[src/hw/wss_pkg.sv]
// constants, types and state layout of the waveform sequence slots block
// Overview of operation
// - delay flag makes slot an idle period
// - idle lasts ten milliseconds times slot value
// - clear flag means low bits are effect
// - effect index selects library waveform position
// - trigger starts sequence at first slot
// - finished waveform advances to next slot
// - zero effect index stops without playing
// - sequence ends after the second slot, as slots three to eight read as a zero index
// - trigger stays high until sequence finishes
// - host clearing trigger aborts sequence immediately
package wss_pkg;
  // clock and delay timing
  localparam int CLK_HZ = 10_000_000;
  localparam int DELAY_STEP_MS = 10;
  localparam int DELAY_STEP_CYCLES = CLK_HZ / 1000 * DELAY_STEP_MS;
  localparam int UNIT_W = 17;
  // register indices; byte address is four times the index
  localparam logic [7:0] IDX_CTRL = 8'h0C;
  localparam logic [7:0] IDX_SLOT_ONE = 8'h0F;
  localparam logic [7:0] IDX_SLOT_TWO = 8'h10;
  localparam logic [7:0] ADDR_CTRL = 8'h30;
  localparam logic [7:0] ADDR_SLOT_ONE = 8'h3C;
  localparam logic [7:0] ADDR_SLOT_TWO = 8'h40;
  // reset values
  localparam logic [7:0] SLOT_ONE_RST = 8'h01;
  localparam logic [7:0] SLOT_TWO_RST = 8'h00;
  // field positions
  localparam int DELAY_FLAG_BIT = 7;
  localparam int TRIG_BIT = 0;
  localparam int BUSY_BIT = 1;
  localparam int IDX_LSB = 2;
  // sequence length
  localparam logic [2:0] FIRST_SLOT = 3'h0;
  localparam logic [2:0] LAST_SLOT = 3'h7;
  localparam logic [2:0] HELD_SLOTS = 3'h2;
  // axi responses
  localparam logic [1:0] RESP_OKAY = 2'h0;
  localparam logic [1:0] RESP_SLVERR = 2'h2;
  // register select codes
  localparam logic [1:0] SEL_NONE = 2'h0;
  localparam logic [1:0] SEL_CTRL = 2'h1;
  localparam logic [1:0] SEL_ONE = 2'h2;
  localparam logic [1:0] SEL_TWO = 2'h3;

  typedef enum logic [3:0] {
    ST_IDLE = 4'h1,
    ST_FETCH = 4'h2,
    ST_PLAY = 4'h4,
    ST_WAIT = 4'h8
  } wss_state_t;

  // whole state of the top module
  typedef struct packed {
    wss_state_t st;
    logic trig;
    logic [2:0] idx;
    logic [1:0][7:0] slot;
    logic [UNIT_W-1:0] unit;
    logic [6:0] ticks;
    logic [6:0] eff_idx;
    logic eff_start;
    logic abort;
    logic idle;
    logic busy;
    logic ext_s1;
    logic ext_s2;
    logic ext_s3;
    logic aw_held;
    logic [7:0] aw_addr;
    logic w_held;
    logic [7:0] w_data;
    logic w_strb0;
    logic awrdy;
    logic wrdy;
    logic bvalid;
    logic [1:0] bresp;
    logic arrdy;
    logic rvalid;
    logic [1:0] rresp;
    logic [31:0] rdata;
  } wss_regs_t;
endpackage

[src/hw/wss_top.sv]
// waveform sequence slots: register file, sequencer and axi4-lite slave
`timescale 1ns/1ps
module wss_top #(
  parameter int DELAY_CYCLES = wss_pkg::DELAY_STEP_CYCLES
)
(
  // clock and reset
  input wire logic CLK_SYS_IN,
  input wire logic RST_N_IN,
  // axi4-lite write channels
  input wire logic [7:0] AWADDR_IN,
  input wire logic AWVALID_IN,
  output logic AWREADY_OUT,
  input wire logic [31:0] WDATA_IN,
  input wire logic [3:0] WSTRB_IN,
  input wire logic WVALID_IN,
  output logic WREADY_OUT,
  output logic [1:0] BRESP_OUT,
  output logic BVALID_OUT,
  input wire logic BREADY_IN,
  // axi4-lite read channels
  input wire logic [7:0] ARADDR_IN,
  input wire logic ARVALID_IN,
  output logic ARREADY_OUT,
  output logic [31:0] RDATA_OUT,
  output logic [1:0] RRESP_OUT,
  output logic RVALID_OUT,
  input wire logic RREADY_IN,
  // external trigger pin
  input wire logic EXT_TRIG_IN,
  // playback engine side
  output logic [6:0] EFFECT_INDEX_OUT,
  output logic EFFECT_START_OUT,
  output logic PLAY_ABORT_OUT,
  input wire logic EFFECT_DONE_IN,
  output logic IDLE_OUT,
  output logic BUSY_OUT
);
  wss_pkg::wss_regs_t s_q; // registered state
  wss_pkg::wss_regs_t s_d; // next state
  logic [7:0] cur_slot; // slot under the sequencer pointer
  logic host_clr; // host write that clears the trigger
  logic trig_set; // host or pin request to start

  // delay unit counter limits; DELAY_CYCLES must fit the unit counter or the step is cut short
  localparam int UNIT_LAST_I = DELAY_CYCLES - 1;
  localparam logic [wss_pkg::UNIT_W-1:0] UNIT_LAST = UNIT_LAST_I[wss_pkg::UNIT_W-1:0];
  localparam logic [wss_pkg::UNIT_W-1:0] UNIT_ONE = {{(wss_pkg::UNIT_W-1){1'b0}}, 1'b1};

  // address decode shared by read and write paths
  function automatic logic [1:0] reg_sel(input logic [7:0] addr);
    case (addr)
      wss_pkg::ADDR_CTRL: reg_sel = wss_pkg::SEL_CTRL;
      wss_pkg::ADDR_SLOT_ONE: reg_sel = wss_pkg::SEL_ONE;
      wss_pkg::ADDR_SLOT_TWO: reg_sel = wss_pkg::SEL_TWO;
      default: reg_sel = wss_pkg::SEL_NONE;
    endcase
  endfunction

  // slots three to eight are not held here and read as a zero index
  assign cur_slot = (s_q.idx < wss_pkg::HELD_SLOTS) ? s_q.slot[s_q.idx[0]] : 8'h00;

  // next-state logic for bus, registers and sequencer
  always_comb
  begin
    logic wr_fire;
    logic [1:0] wsel;
    logic [1:0] rsel;
    logic advance;
    logic finish;
    wr_fire = 1'b0;
    wsel = wss_pkg::SEL_NONE;
    rsel = wss_pkg::SEL_NONE;
    advance = 1'b0;
    finish = 1'b0;
    host_clr = 1'b0;
    trig_set = 1'b0;
    s_d = s_q;
    s_d.eff_start = 1'b0;
    s_d.abort = 1'b0;
    // pin synchroniser and edge history
    s_d.ext_s1 = EXT_TRIG_IN;
    s_d.ext_s2 = s_q.ext_s1;
    s_d.ext_s3 = s_q.ext_s2;
    // capture address and data independently, in either order
    if (AWVALID_IN && s_q.awrdy)
    begin
      s_d.aw_held = 1'b1;
      s_d.aw_addr = AWADDR_IN;
    end
    if (WVALID_IN && s_q.wrdy)
    begin
      s_d.w_held = 1'b1;
      s_d.w_data = WDATA_IN[7:0];
      s_d.w_strb0 = WSTRB_IN[0];
    end
    // write acts once both halves are held and the response slot is free
    if (s_q.aw_held && s_q.w_held && !s_q.bvalid)
    begin
      wr_fire = 1'b1;
      wsel = reg_sel(s_q.aw_addr);
      s_d.aw_held = 1'b0;
      s_d.w_held = 1'b0;
      s_d.bvalid = 1'b1;
      s_d.bresp = (wsel == wss_pkg::SEL_NONE) ? wss_pkg::RESP_SLVERR : wss_pkg::RESP_OKAY;
    end
    else if (s_q.bvalid && BREADY_IN)
    begin
      s_d.bvalid = 1'b0;
    end
    s_d.awrdy = !s_d.aw_held && !s_d.bvalid;
    s_d.wrdy = !s_d.w_held && !s_d.bvalid;
    // slot stores take the low byte lane only
    if (wr_fire && s_q.w_strb0)
    begin
      if (wsel == wss_pkg::SEL_ONE)
      begin
        s_d.slot[0] = s_q.w_data;
      end
      if (wsel == wss_pkg::SEL_TWO)
      begin
        s_d.slot[1] = s_q.w_data;
      end
      if (wsel == wss_pkg::SEL_CTRL)
      begin
        trig_set = s_q.w_data[wss_pkg::TRIG_BIT];
        host_clr = !s_q.w_data[wss_pkg::TRIG_BIT];
      end
    end
    // pin rising edge acts like a host write of one
    if (s_q.ext_s2 && !s_q.ext_s3)
    begin
      trig_set = 1'b1;
    end
    // read path: one read in flight, answered the cycle after address
    if (ARVALID_IN && s_q.arrdy)
    begin
      rsel = reg_sel(ARADDR_IN);
      s_d.rvalid = 1'b1;
      s_d.rresp = wss_pkg::RESP_OKAY;
      s_d.rdata = 32'h0000_0000;
      case (rsel)
        wss_pkg::SEL_CTRL:
        begin
          s_d.rdata[wss_pkg::TRIG_BIT] = s_q.trig;
          s_d.rdata[wss_pkg::BUSY_BIT] = s_q.busy;
          s_d.rdata[wss_pkg::IDX_LSB +: 3] = s_q.idx;
        end
        wss_pkg::SEL_ONE: s_d.rdata[7:0] = s_q.slot[0];
        wss_pkg::SEL_TWO: s_d.rdata[7:0] = s_q.slot[1];
        default: s_d.rresp = wss_pkg::RESP_SLVERR;
      endcase
    end
    else if (s_q.rvalid && RREADY_IN)
    begin
      s_d.rvalid = 1'b0;
    end
    s_d.arrdy = !s_d.rvalid;
    // sequencer walk
    case (s_q.st)
      wss_pkg::ST_IDLE:
      begin
        s_d.trig = 1'b0;
      end
      wss_pkg::ST_FETCH:
      begin
        if (cur_slot[wss_pkg::DELAY_FLAG_BIT])
        begin
          s_d.ticks = cur_slot[6:0];
          s_d.unit = '0;
          s_d.st = wss_pkg::ST_WAIT;
        end
        else if (cur_slot[6:0] == 7'h00)
        begin
          finish = 1'b1;
        end
        else
        begin
          s_d.eff_idx = cur_slot[6:0];
          s_d.eff_start = 1'b1;
          s_d.st = wss_pkg::ST_PLAY;
        end
      end
      wss_pkg::ST_PLAY:
      begin
        advance = EFFECT_DONE_IN;
      end
      wss_pkg::ST_WAIT:
      begin
        if (s_q.ticks == 7'h00)
        begin
          advance = 1'b1;
        end
        else if (s_q.unit == UNIT_LAST)
        begin
          s_d.unit = '0;
          s_d.ticks = s_q.ticks - 7'h01;
        end
        else
        begin
          s_d.unit = s_q.unit + UNIT_ONE;
        end
      end
      default:
      begin
        s_d.st = wss_pkg::ST_IDLE;
      end
    endcase
    if (advance)
    begin
      if (s_q.idx == wss_pkg::LAST_SLOT)
      begin
        finish = 1'b1;
      end
      else
      begin
        s_d.idx = s_q.idx + 3'h1;
        s_d.st = wss_pkg::ST_FETCH;
      end
    end
    // trigger falls only when the walk is over
    if (finish)
    begin
      s_d.st = wss_pkg::ST_IDLE;
      s_d.trig = 1'b0;
    end
    // host clear cancels whatever is running, in the same cycle
    if (host_clr)
    begin
      s_d.trig = 1'b0;
      s_d.eff_start = 1'b0;
      if (s_q.st != wss_pkg::ST_IDLE)
      begin
        s_d.abort = 1'b1;
        s_d.st = wss_pkg::ST_IDLE;
      end
    end
    // a start request beats a finish landing in the same cycle
    if (trig_set && s_d.st == wss_pkg::ST_IDLE)
    begin
      s_d.trig = 1'b1;
      s_d.idx = wss_pkg::FIRST_SLOT;
      s_d.st = wss_pkg::ST_FETCH;
    end
    s_d.busy = (s_d.st != wss_pkg::ST_IDLE);
    s_d.idle = (s_d.st == wss_pkg::ST_WAIT);
  end

  // single register stage for all state; reset is synchronous
  always_ff @(posedge CLK_SYS_IN)
  begin
    if (!RST_N_IN)
    begin
      s_q <= '0;
      s_q.st <= wss_pkg::ST_IDLE;
      s_q.slot[0] <= wss_pkg::SLOT_ONE_RST;
      s_q.slot[1] <= wss_pkg::SLOT_TWO_RST;
    end
    else
    begin
      s_q <= s_d;
    end
  end

  // outputs straight from flops
  assign AWREADY_OUT = s_q.awrdy;
  assign WREADY_OUT = s_q.wrdy;
  assign BVALID_OUT = s_q.bvalid;
  assign BRESP_OUT = s_q.bresp;
  assign ARREADY_OUT = s_q.arrdy;
  assign RVALID_OUT = s_q.rvalid;
  assign RRESP_OUT = s_q.rresp;
  assign RDATA_OUT = s_q.rdata;
  assign EFFECT_INDEX_OUT = s_q.eff_idx;
  assign EFFECT_START_OUT = s_q.eff_start;
  assign PLAY_ABORT_OUT = s_q.abort;
  assign IDLE_OUT = s_q.idle;
  assign BUSY_OUT = s_q.busy;
endmodule

[config.mk]
export PLATFORM = sky130hd
export DESIGN_NAME = wss_top
export DESIGN_NICKNAME = d
export VERILOG_FILES = /design/src/hw/wss_pkg.sv /design/src/hw/wss_top.sv
export SDC_FILE = /design/constraint.sdc
export NUM_CORES = 1
export LEC_CHECK = 0
export BUFFER_PORTS_ARGS = -buffer_cell sky130_fd_sc_hd__buf_2
export CAP_MARGIN = 20
export CORE_UTILIZATION = 45
export CTS_CLUSTER_DIAMETER = 40
export DETAILED_ROUTE_END_ITERATION = 7
export PLACE_DENSITY = 0.67
export SLEW_MARGIN = 10
export SYNTH_ARGS = -nofsm -noshare
export SYNTH_HDL_FRONTEND = slang
export SYNTH_SLANG_ARGS = --single-unit
[constraint.sdc]
create_clock -name CLK_SYS_IN -period 5.1 [get_ports CLK_SYS_IN]
set_input_delay 1.275 -clock CLK_SYS_IN [delete_from_list [all_inputs] [get_ports CLK_SYS_IN]]
set_output_delay 1.275 -clock CLK_SYS_IN [all_outputs]
set_load 0.01 [all_outputs]
==> summary.md, run 1 <==
| Metric | Value |
|---|---|
| Status | finished, final reports clean |
| First-pass GRT wire length | 16900 µm |
| Num rows | 36 |
| GR Util met1 | 25.2% |
| Total gr overflow | 0 |
| Peak VDD IR | 0.173 mV |
| Critical path cell sequence | buf_2 > or4_1 > nor4_4 > o31ai_1 > a2bb2oi_1 > nor2_1 |
| CP max FO | 9 |
| Initial core utilization | 47.0% |
| Setup WS pre-CTS | 2.01 ns |
| Clock skew | roughly 0.014 ns |
| Die H | 104 µm |
| Routed len/inst | around 14 µm |
| Fin crit period | 2.74 ns |
| Worst skew pair latency | 0.37 ns |
| Area grow syn2layout | 6.90% |
| Most common cell after layout, fill and taps aside | dfxtp_1 |
| Asr flop ratio synth | 0% |
| Crit end category | flop |
| Met3 Track Usage GR | ~4.2% |
| Antenna Violating Nets Remaining | 0 |
| End of the critical path | RDATA_OUT[4]$_SDFFE_PN0P_ |
| Layout cell share with drive strength beyond 1 | 16.7% |
| Worst hold slack | ~0.44 ns |
| Critical path class | in -> reg |
| Sequential share of the synthesized area | about two fifths |
| Crit path DAT | 3.04 ns |
| CP delay by family, top | simple AND/OR/NAND/NOR gates |
| Vias in the first global route | 3515 |
| R2R cell count | 5 |
| R2r startpoint | s_q[120]$_SDFF_PN0_ |
| CTS resizes | 0 |
| DR vias/cell | between 5 and 6 |
| Setup ws final | 2.36 ns |
| Syn Area/Cell | 8.74 µm² |
| Post-DP Area | 4790 µm² |
| Setup TNS Final | 0 ns |
| Die area | 10800 µm² |
| Clock transition at path regs | 0.10 ns |
| Gp weighted congestion | just over 0.8 |
| Seq cells post-synth | 96 |
| Longest Clk Path Bufs | 2 |
| M2 GR Usage | 31.1% |
| Final WL | 9990 µm |
| Final Max Slew Viols | 0 |
| Antenna violations before repair | 0 |
| Diodes inserted | 0 |
| Postcts setup bufs | 0 |
| Total power | 1.33 mW |
| Final #Nets | 629 |
| RSZ-0062 raised after global routing | no |
| Yosys warns | 0 |
| CP startpoint | ARADDR_IN[3] |
| Residual DRC count | 0 |
| Busiest layer in global routing | met2 |
| CTS root buf | clkbuf_8 |
| Fin crit share | 53.7% |
| Hold_buf cts | 0 |
| Final Hold Viols | 0 |
| R2R Setup Slk | ~2.6 ns |
| Total GRT Usage | 19.3% |
| Most frequent cells in the layout | dfxtp_1 (96), buf_2 (59), nor2_1 (56), nand2_1 (56), a21oi_1 (39) |
| First-pass detailed-route iteration total | 5 |
| Crit path buf inv count | 1 |
| Tightest Pin Transition | 1.02 ns |
| Initial drt markers | 180 |
| Num ports | 113 |
| Post-Syn Area | 4660 µm² |
| Yosys cell types | 66 |
| Hold crit path type | reg -> reg |
| Crit-path slowest cell | or4_1 |
| CP Depth | 6 |
| Max Fclk | 365 MHz |
| Required time of the worst setup path | around 5.4 ns |
| Max-Cap Viols | 0 |
| CTS tree | yes |
| Largest net degree at the start of global routing | 60 |
| Slew headroom | a little under a third |
| Worst path max stage delay | approximately 0.59 ns |
| Post-synth EDFFs | 0 |
| Pwr dens | approximately 270 nW/µm² |
| Core Box Area | between 9000 and 10000 µm² |
| DP HPWL | 7090 µm |
| Final instance area | ~5000 µm² |
| Die X | 104 µm |
| Via total after detailed routing | 3822 |
| Port Buffers | 59 |
| Top_reg_cell synth | dfxtp_1 |
| Total CTS buffers | 9 |
| H-tree Lvls | 3 |
| CTS Sinks | 96 |
| R2r endpoint | s_q[77]$_SDFFE_PN0P_ |
| Final Setup Violations | 0 |
| Leakage | 1.97 nW |
| Post-Syn Instances | 533 |
| CP startpoint kind | input port |
[per-layer routing]
metal	wire (µm)	vias to the layer above
met2	4630	99
met4	171	0
met1	4760	1799
li1	-	1909
met5	0	-
met3	433	15
[logic make-up after synthesis]
group | share of synthesized area, %
AOI/OAI and AO/OA | 16.8
xor gates and xnor gates | 1.50
adders and majority gates | 1.07
buffers and inverters | 9.89
DFF | 41.3
muxes | 5.91
other | 0.0805
and+or+nand+nor | 23.5
[worst reg2reg max path: cells and delay by family (launching register included)]
family / cells / cell delay (ns)
AOI/OAI and AO/OA: 2 / 0.86
and+or+nand+nor: 3 / 1.18
DFF: 1 / 0.36
[sequential cells by signal (all words and copies together), names as in the netlist]
| name | count |
|---|---|
| ARREADY_OUT | 1 |
| AWREADY_OUT | 1 |
| BRESP_OUT | 1 |
| BUSY_OUT | 1 |
| BVALID_OUT | 1 |
| EFFECT_INDEX_OUT | 7 |
| EFFECT_START_OUT | 1 |
| IDLE_OUT | 1 |
| PLAY_ABORT_OUT | 1 |
| RDATA_OUT | 8 |
| RRESP_OUT | 1 |
| RVALID_OUT | 1 |
| WREADY_OUT | 1 |
| s_d | 2 |
| s_q | 68 |
[synth_stat cells, types with 6 or more instances]
cell type	instances	area, µm²
dfxtp_1	96	1920
nand2_1	56	210
nor2_1	56	210
buf_4	43	323
a21oi_1	39	195
mux2i_1	26	260
nor3_1	17	85.1
clkbuf_1	14	52.6
o21ai_0	12	60.1
and2_1	10	62.6
nand3_1	10	50.1
inv_1	8	30.0
o31ai_1	8	60.1
a211oi_1	7	52.6
nand4_1	7	43.8
or4_1	7	52.6
xnor2_1	7	61.3
nand2b_1	6	37.5
or3_1	6	37.5
[worst min-delay path by stage]
stage | startpoint | end | slack, ns | cells past startpoint
final | s_d[61]$_SDFF_PN0_ | s_d[60]$_SDFF_PN0_ | 0.44 | 1
after global routing | s_d[61]$_SDFF_PN0_ | s_d[60]$_SDFF_PN0_ | 0.46 | 1
after CTS | s_d[61]$_SDFF_PN0_ | s_d[60]$_SDFF_PN0_ | 0.44 | 1
after detailed placement | s_d[61]$_SDFF_PN0_ | s_d[60]$_SDFF_PN0_ | 0.42 | 1
after global placement | s_d[61]$_SDFF_PN0_ | s_d[60]$_SDFF_PN0_ | 0.42 | 1
after floorplan | s_d[61]$_SDFF_PN0_ | s_d[60]$_SDFF_PN0_ | 0.41 | 1
[final cells by class]
type                       instances  area (µm²)
inverter                           9        33.8
clock buffer                       9         124
sequential                        96        1920
tap                              133         166
fill                             976        4930
timing repair buffer              60         303
multi-input combinational        388        2370
clock inverter                     7        61.3
[per-stage QoR]
step	utilization, %	cells
2_1_floorplan	-	558
3_3_place_gp	48.4	686
3_5_place_dp	48.4	686
4_1_cts	50.2	702
5_1_grt	50.2	702
6_report	50.2	702
[power breakdown]
group          switching [mW]  leakage (nW)  internal (mW)
clock network           0.290        0.0884          0.186
registers              0.0111         0.778          0.764
logic                  0.0536          1.11         0.0280
(Power assumes the default switching activity.)
==> run 2, diff against run 1 <==
--- a/config.mk
+++ b/config.mk
@@ -5,12 +5,13 @@
 export SDC_FILE = /design/constraint.sdc
 export NUM_CORES = 1
 export LEC_CHECK = 0
+export ABC_AREA = 1
 export BUFFER_PORTS_ARGS = -buffer_cell sky130_fd_sc_hd__buf_2
 export CAP_MARGIN = 20
 export CORE_UTILIZATION = 45
 export CTS_CLUSTER_DIAMETER = 40
 export DETAILED_ROUTE_END_ITERATION = 7
-export PLACE_DENSITY = 0.67
+export PLACE_DENSITY = 0.69
 export SLEW_MARGIN = 10
 export SYNTH_ARGS = -nofsm -noshare
 export SYNTH_HDL_FRONTEND = slang
==> constraint.sdc (replaced) <==
create_clock -name CLK_SYS_IN -period 2.35 [get_ports CLK_SYS_IN]
set_input_delay 0.5875 -clock CLK_SYS_IN [delete_from_list [all_inputs] [get_ports CLK_SYS_IN]]
set_output_delay 0.5875 -clock CLK_SYS_IN [all_outputs]
set_load 0.01 [all_outputs]
==> summary.md, run 2 <==
| Metric | Value |
|---|---|
| Die area | roughly 11000 µm² |
| Final #Nets | 798 |
| CP startpoint kind | flop |
| Required time of the worst setup path | 2.60 ns |
| Setup ws final | between 0.3 and 0.4 ns |
| CTS root buf | clkbuf_8 |
| Slew headroom | 60.2% |
| Vias in the first global route | 4031 |
| Residual DRC count | 0 |
| Num rows | 38 |
| Die H | 107 µm |
| H-tree Lvls | 3 |
| Antenna Violating Nets Remaining | 0 |
| Post-DP Area | 5140 µm² |
| Worst hold start | EXT_TRIG_IN |
| Hold_buf cts | 0 |
| Syn Area/Cell | around 7.2 µm² |
| Status | finished, final reports clean |
| Critical path class | reg -> reg |
| Postcts setup bufs | 0 |
| Fin crit period | 1.99 ns |
| NetSw | 0.714 mW |
| Longest Clk Path Bufs | 2 |
| RSZ-0062 raised after global routing | no |
| Total power | 2.88 mW |
| Pwr dens | 542 nW/µm² |
| Final WL | around 11000 µm |
| Total GRT Usage | 19.8% |
| Post-Syn Area | 4980 µm² |
| Clock transition at path regs | 0.09 ns |
| Post-synth EDFFs | 0 |
| Setup WS pre-CTS | 0.383 ns |
| Final Setup Violations | 0 |
| Antenna violations before repair | 0 |
| First-pass GRT wire length | 18100 µm |
| Worst skew pair latency | 0.36 ns |
| Crit path DAT | 2.25 ns |
| Seq cells post-synth | 96 |
| Max Used Layer | met4 |
| Diodes inserted | 0 |
| Logic gate share of total power | under 10% |
| Most common cell in the synthesized netlist | nand2_1 |
| CTS resizes | 0 |
| Via total after detailed routing | between 4000 and 5000 |
| Top cells by area, synth | dfxtp_1 (39%), nand2_1 (8.8%), a21oi_1 (6.6%) |
| Sw frac | 24.8% |
| Tightest Pin Transition | 0.593 ns |
| Yosys cell types | 45 |
| DP HPWL | approximately 8100 µm |
| Max-Cap Viols | 0 |
| Crit path buf inv count | 1 |
| Clock skew | 0.0106 ns |
| Setup TNS Final | 0 ns |
| Commonest cells in the netlist | nand2_1 (117), dfxtp_1 (96), inv_1 (79) |
| Core Box Area | approximately 11000 µm² |
| Post-Place Cells | 862 |
| Hold crit path type | in -> reg |
| Share of the synthesized area in the top cell type | 38.6% |
| R2r startpoint | s_q[114]$_SDFFE_PP0P_ |
| Leakage | 2.26 nW |
| First-pass detailed-route iteration total | 5 |
| Sequential share of the synthesized area | between 30% and 40% |
| DR vias/cell | ~5 |
| CP startpoint | s_q[114]$_SDFFE_PP0P_ |
| Final Max Slew Viols | 0 |
| Met3 Wirelength | 412 µm |
| Final instance area | 5320 µm² |
| Most used cell, CP | nand2_1 |
| CTS Sinks | 96 |
| Internal power | 2.17 mW |
| Layout Cells excl Fill | 876 |
| Met2 wire length | between 5000 and 6000 µm |
| CTS tree | yes |
| Crit end category | flop |
| Crit-path slowest cell | dfxtp_1 |
| Reg power frac | between 50 and 60% |
| Critical path cell sequence | buf_4 > nand2_1 > nand3_1 > nand2_1 > nor2_1 > nand2_2 > nand2_2 > nand2_1 > nand4_1 > nor2_1 |
| Post-Syn Instances | 696 |
| Total CTS buffers | 9 |
| CP max FO | 9 |
| CP delay by family, top | simple AND/OR/NAND/NOR gates |
| Max reg flops | 68 |
| Most common cell after layout, fill and taps aside | nand2_1 |
| Die X | 107 µm |
| Dominant cell type by area after synthesis | dfxtp_1 |
| Area grow syn2layout | 6.68% |
| Peak VDD IR | 0.289 mV |
| Layout cell share with drive strength beyond 1 | about 15% |
| Total gr overflow | 0 |
| Num ports | 113 |
| Gp weighted congestion | 0.843 |
| Initial core utilization | 46.2% |
| Max Fclk | roughly 500 MHz |
| Largest net degree at the start of global routing | 32 |
| Yosys warns | 0 |
| Register with the most flip-flops | s_q |
| Port Buffers | 59 |
| Clock power frac | 33.8% |
| Routed len/inst | 12.2 µm |
| WL met1 | roughly 5000 µm |
| Worst path max stage delay | 0.57 ns |
| Final Hold Viols | 0 |
| Top_reg_cell synth | dfxtp_1 |
| Asr flop ratio synth | 0% |
| Fin crit share | 84.9% |
| Initial drt markers | 176 |
| Most frequent cells in the layout | nand2_1 (117), dfxtp_1 (96), inv_1 (79), nor2_1 (78), a21oi_1 (66) |
[run 2: final cells by class]
cell class	instances	area (µm²)
clock buffers	11	151
clock inverters	3	18.8
fillers	1097	5480
inverters	82	320
multi-input cells	479	2390
flip-flops and latches	96	1920
well taps	140	175
repair buffers	65	340
[run 2: stage by stage]
stage,hold slack [ns],utilization (%)
final,0.405,49.2
after global routing,0.418,49.2
after CTS,0.392,49.2
after detailed placement,0.400,47.7
after global placement,0.405,47.7
after floorplan,0.390,-
[run 2: cell families after synthesis]
kind of cell / Yosys count / synth area share, %
other: 1 / 0.0753
buffers and inverters: 146 / 15.4
AO/OA/AOI/OAI: 156 / 17.1
AND/OR/NAND/NOR: 286 / 26.6
XOR/XNOR: 7 / 1.23
adder cells (fa/ha/maj): 4 / 1.00
flip-flops: 96 / 38.6
[run 2: path summary, 6_finish.rpt]
path                                       endpoint  slack (ns)  cells past startpoint
worst max-delay path            s_q[120]$_SDFF_PN0_        0.36                     10
worst min-delay path             s_d[61]$_SDFF_PN0_        0.41                      3
worst max register to register  s_q[120]$_SDFF_PN0_        0.36                     10
worst min register to register   s_d[60]$_SDFF_PN0_        0.42                      2
[run 2: worst register-to-register path: cells and delay by family (launching register included)]
family	cells	cell delay, ns
buffers and inverters	1	0.21
and+or+nand+nor	9	1.10
DFF	1	0.57
[run 2: routing by layer]
metal	track usage, %	vias up
met5	0	-
met4	8.51	0
met3	2.67	18
met2	33.3	109
met1	25.2	1964
li1	-	2274
[run 2: power groups by stage]
stage	clock [mW]	sequential [mW]	combinational, mW
4_1_cts	1.01	1.69	0.214
6_report	0.974	1.69	0.214
5_1_grt	1.08	1.70	0.247
2_1_floorplan	0	1.73	0.188
3_5_place_dp	0	1.73	0.214
3_3_place_gp	0	1.73	0.207
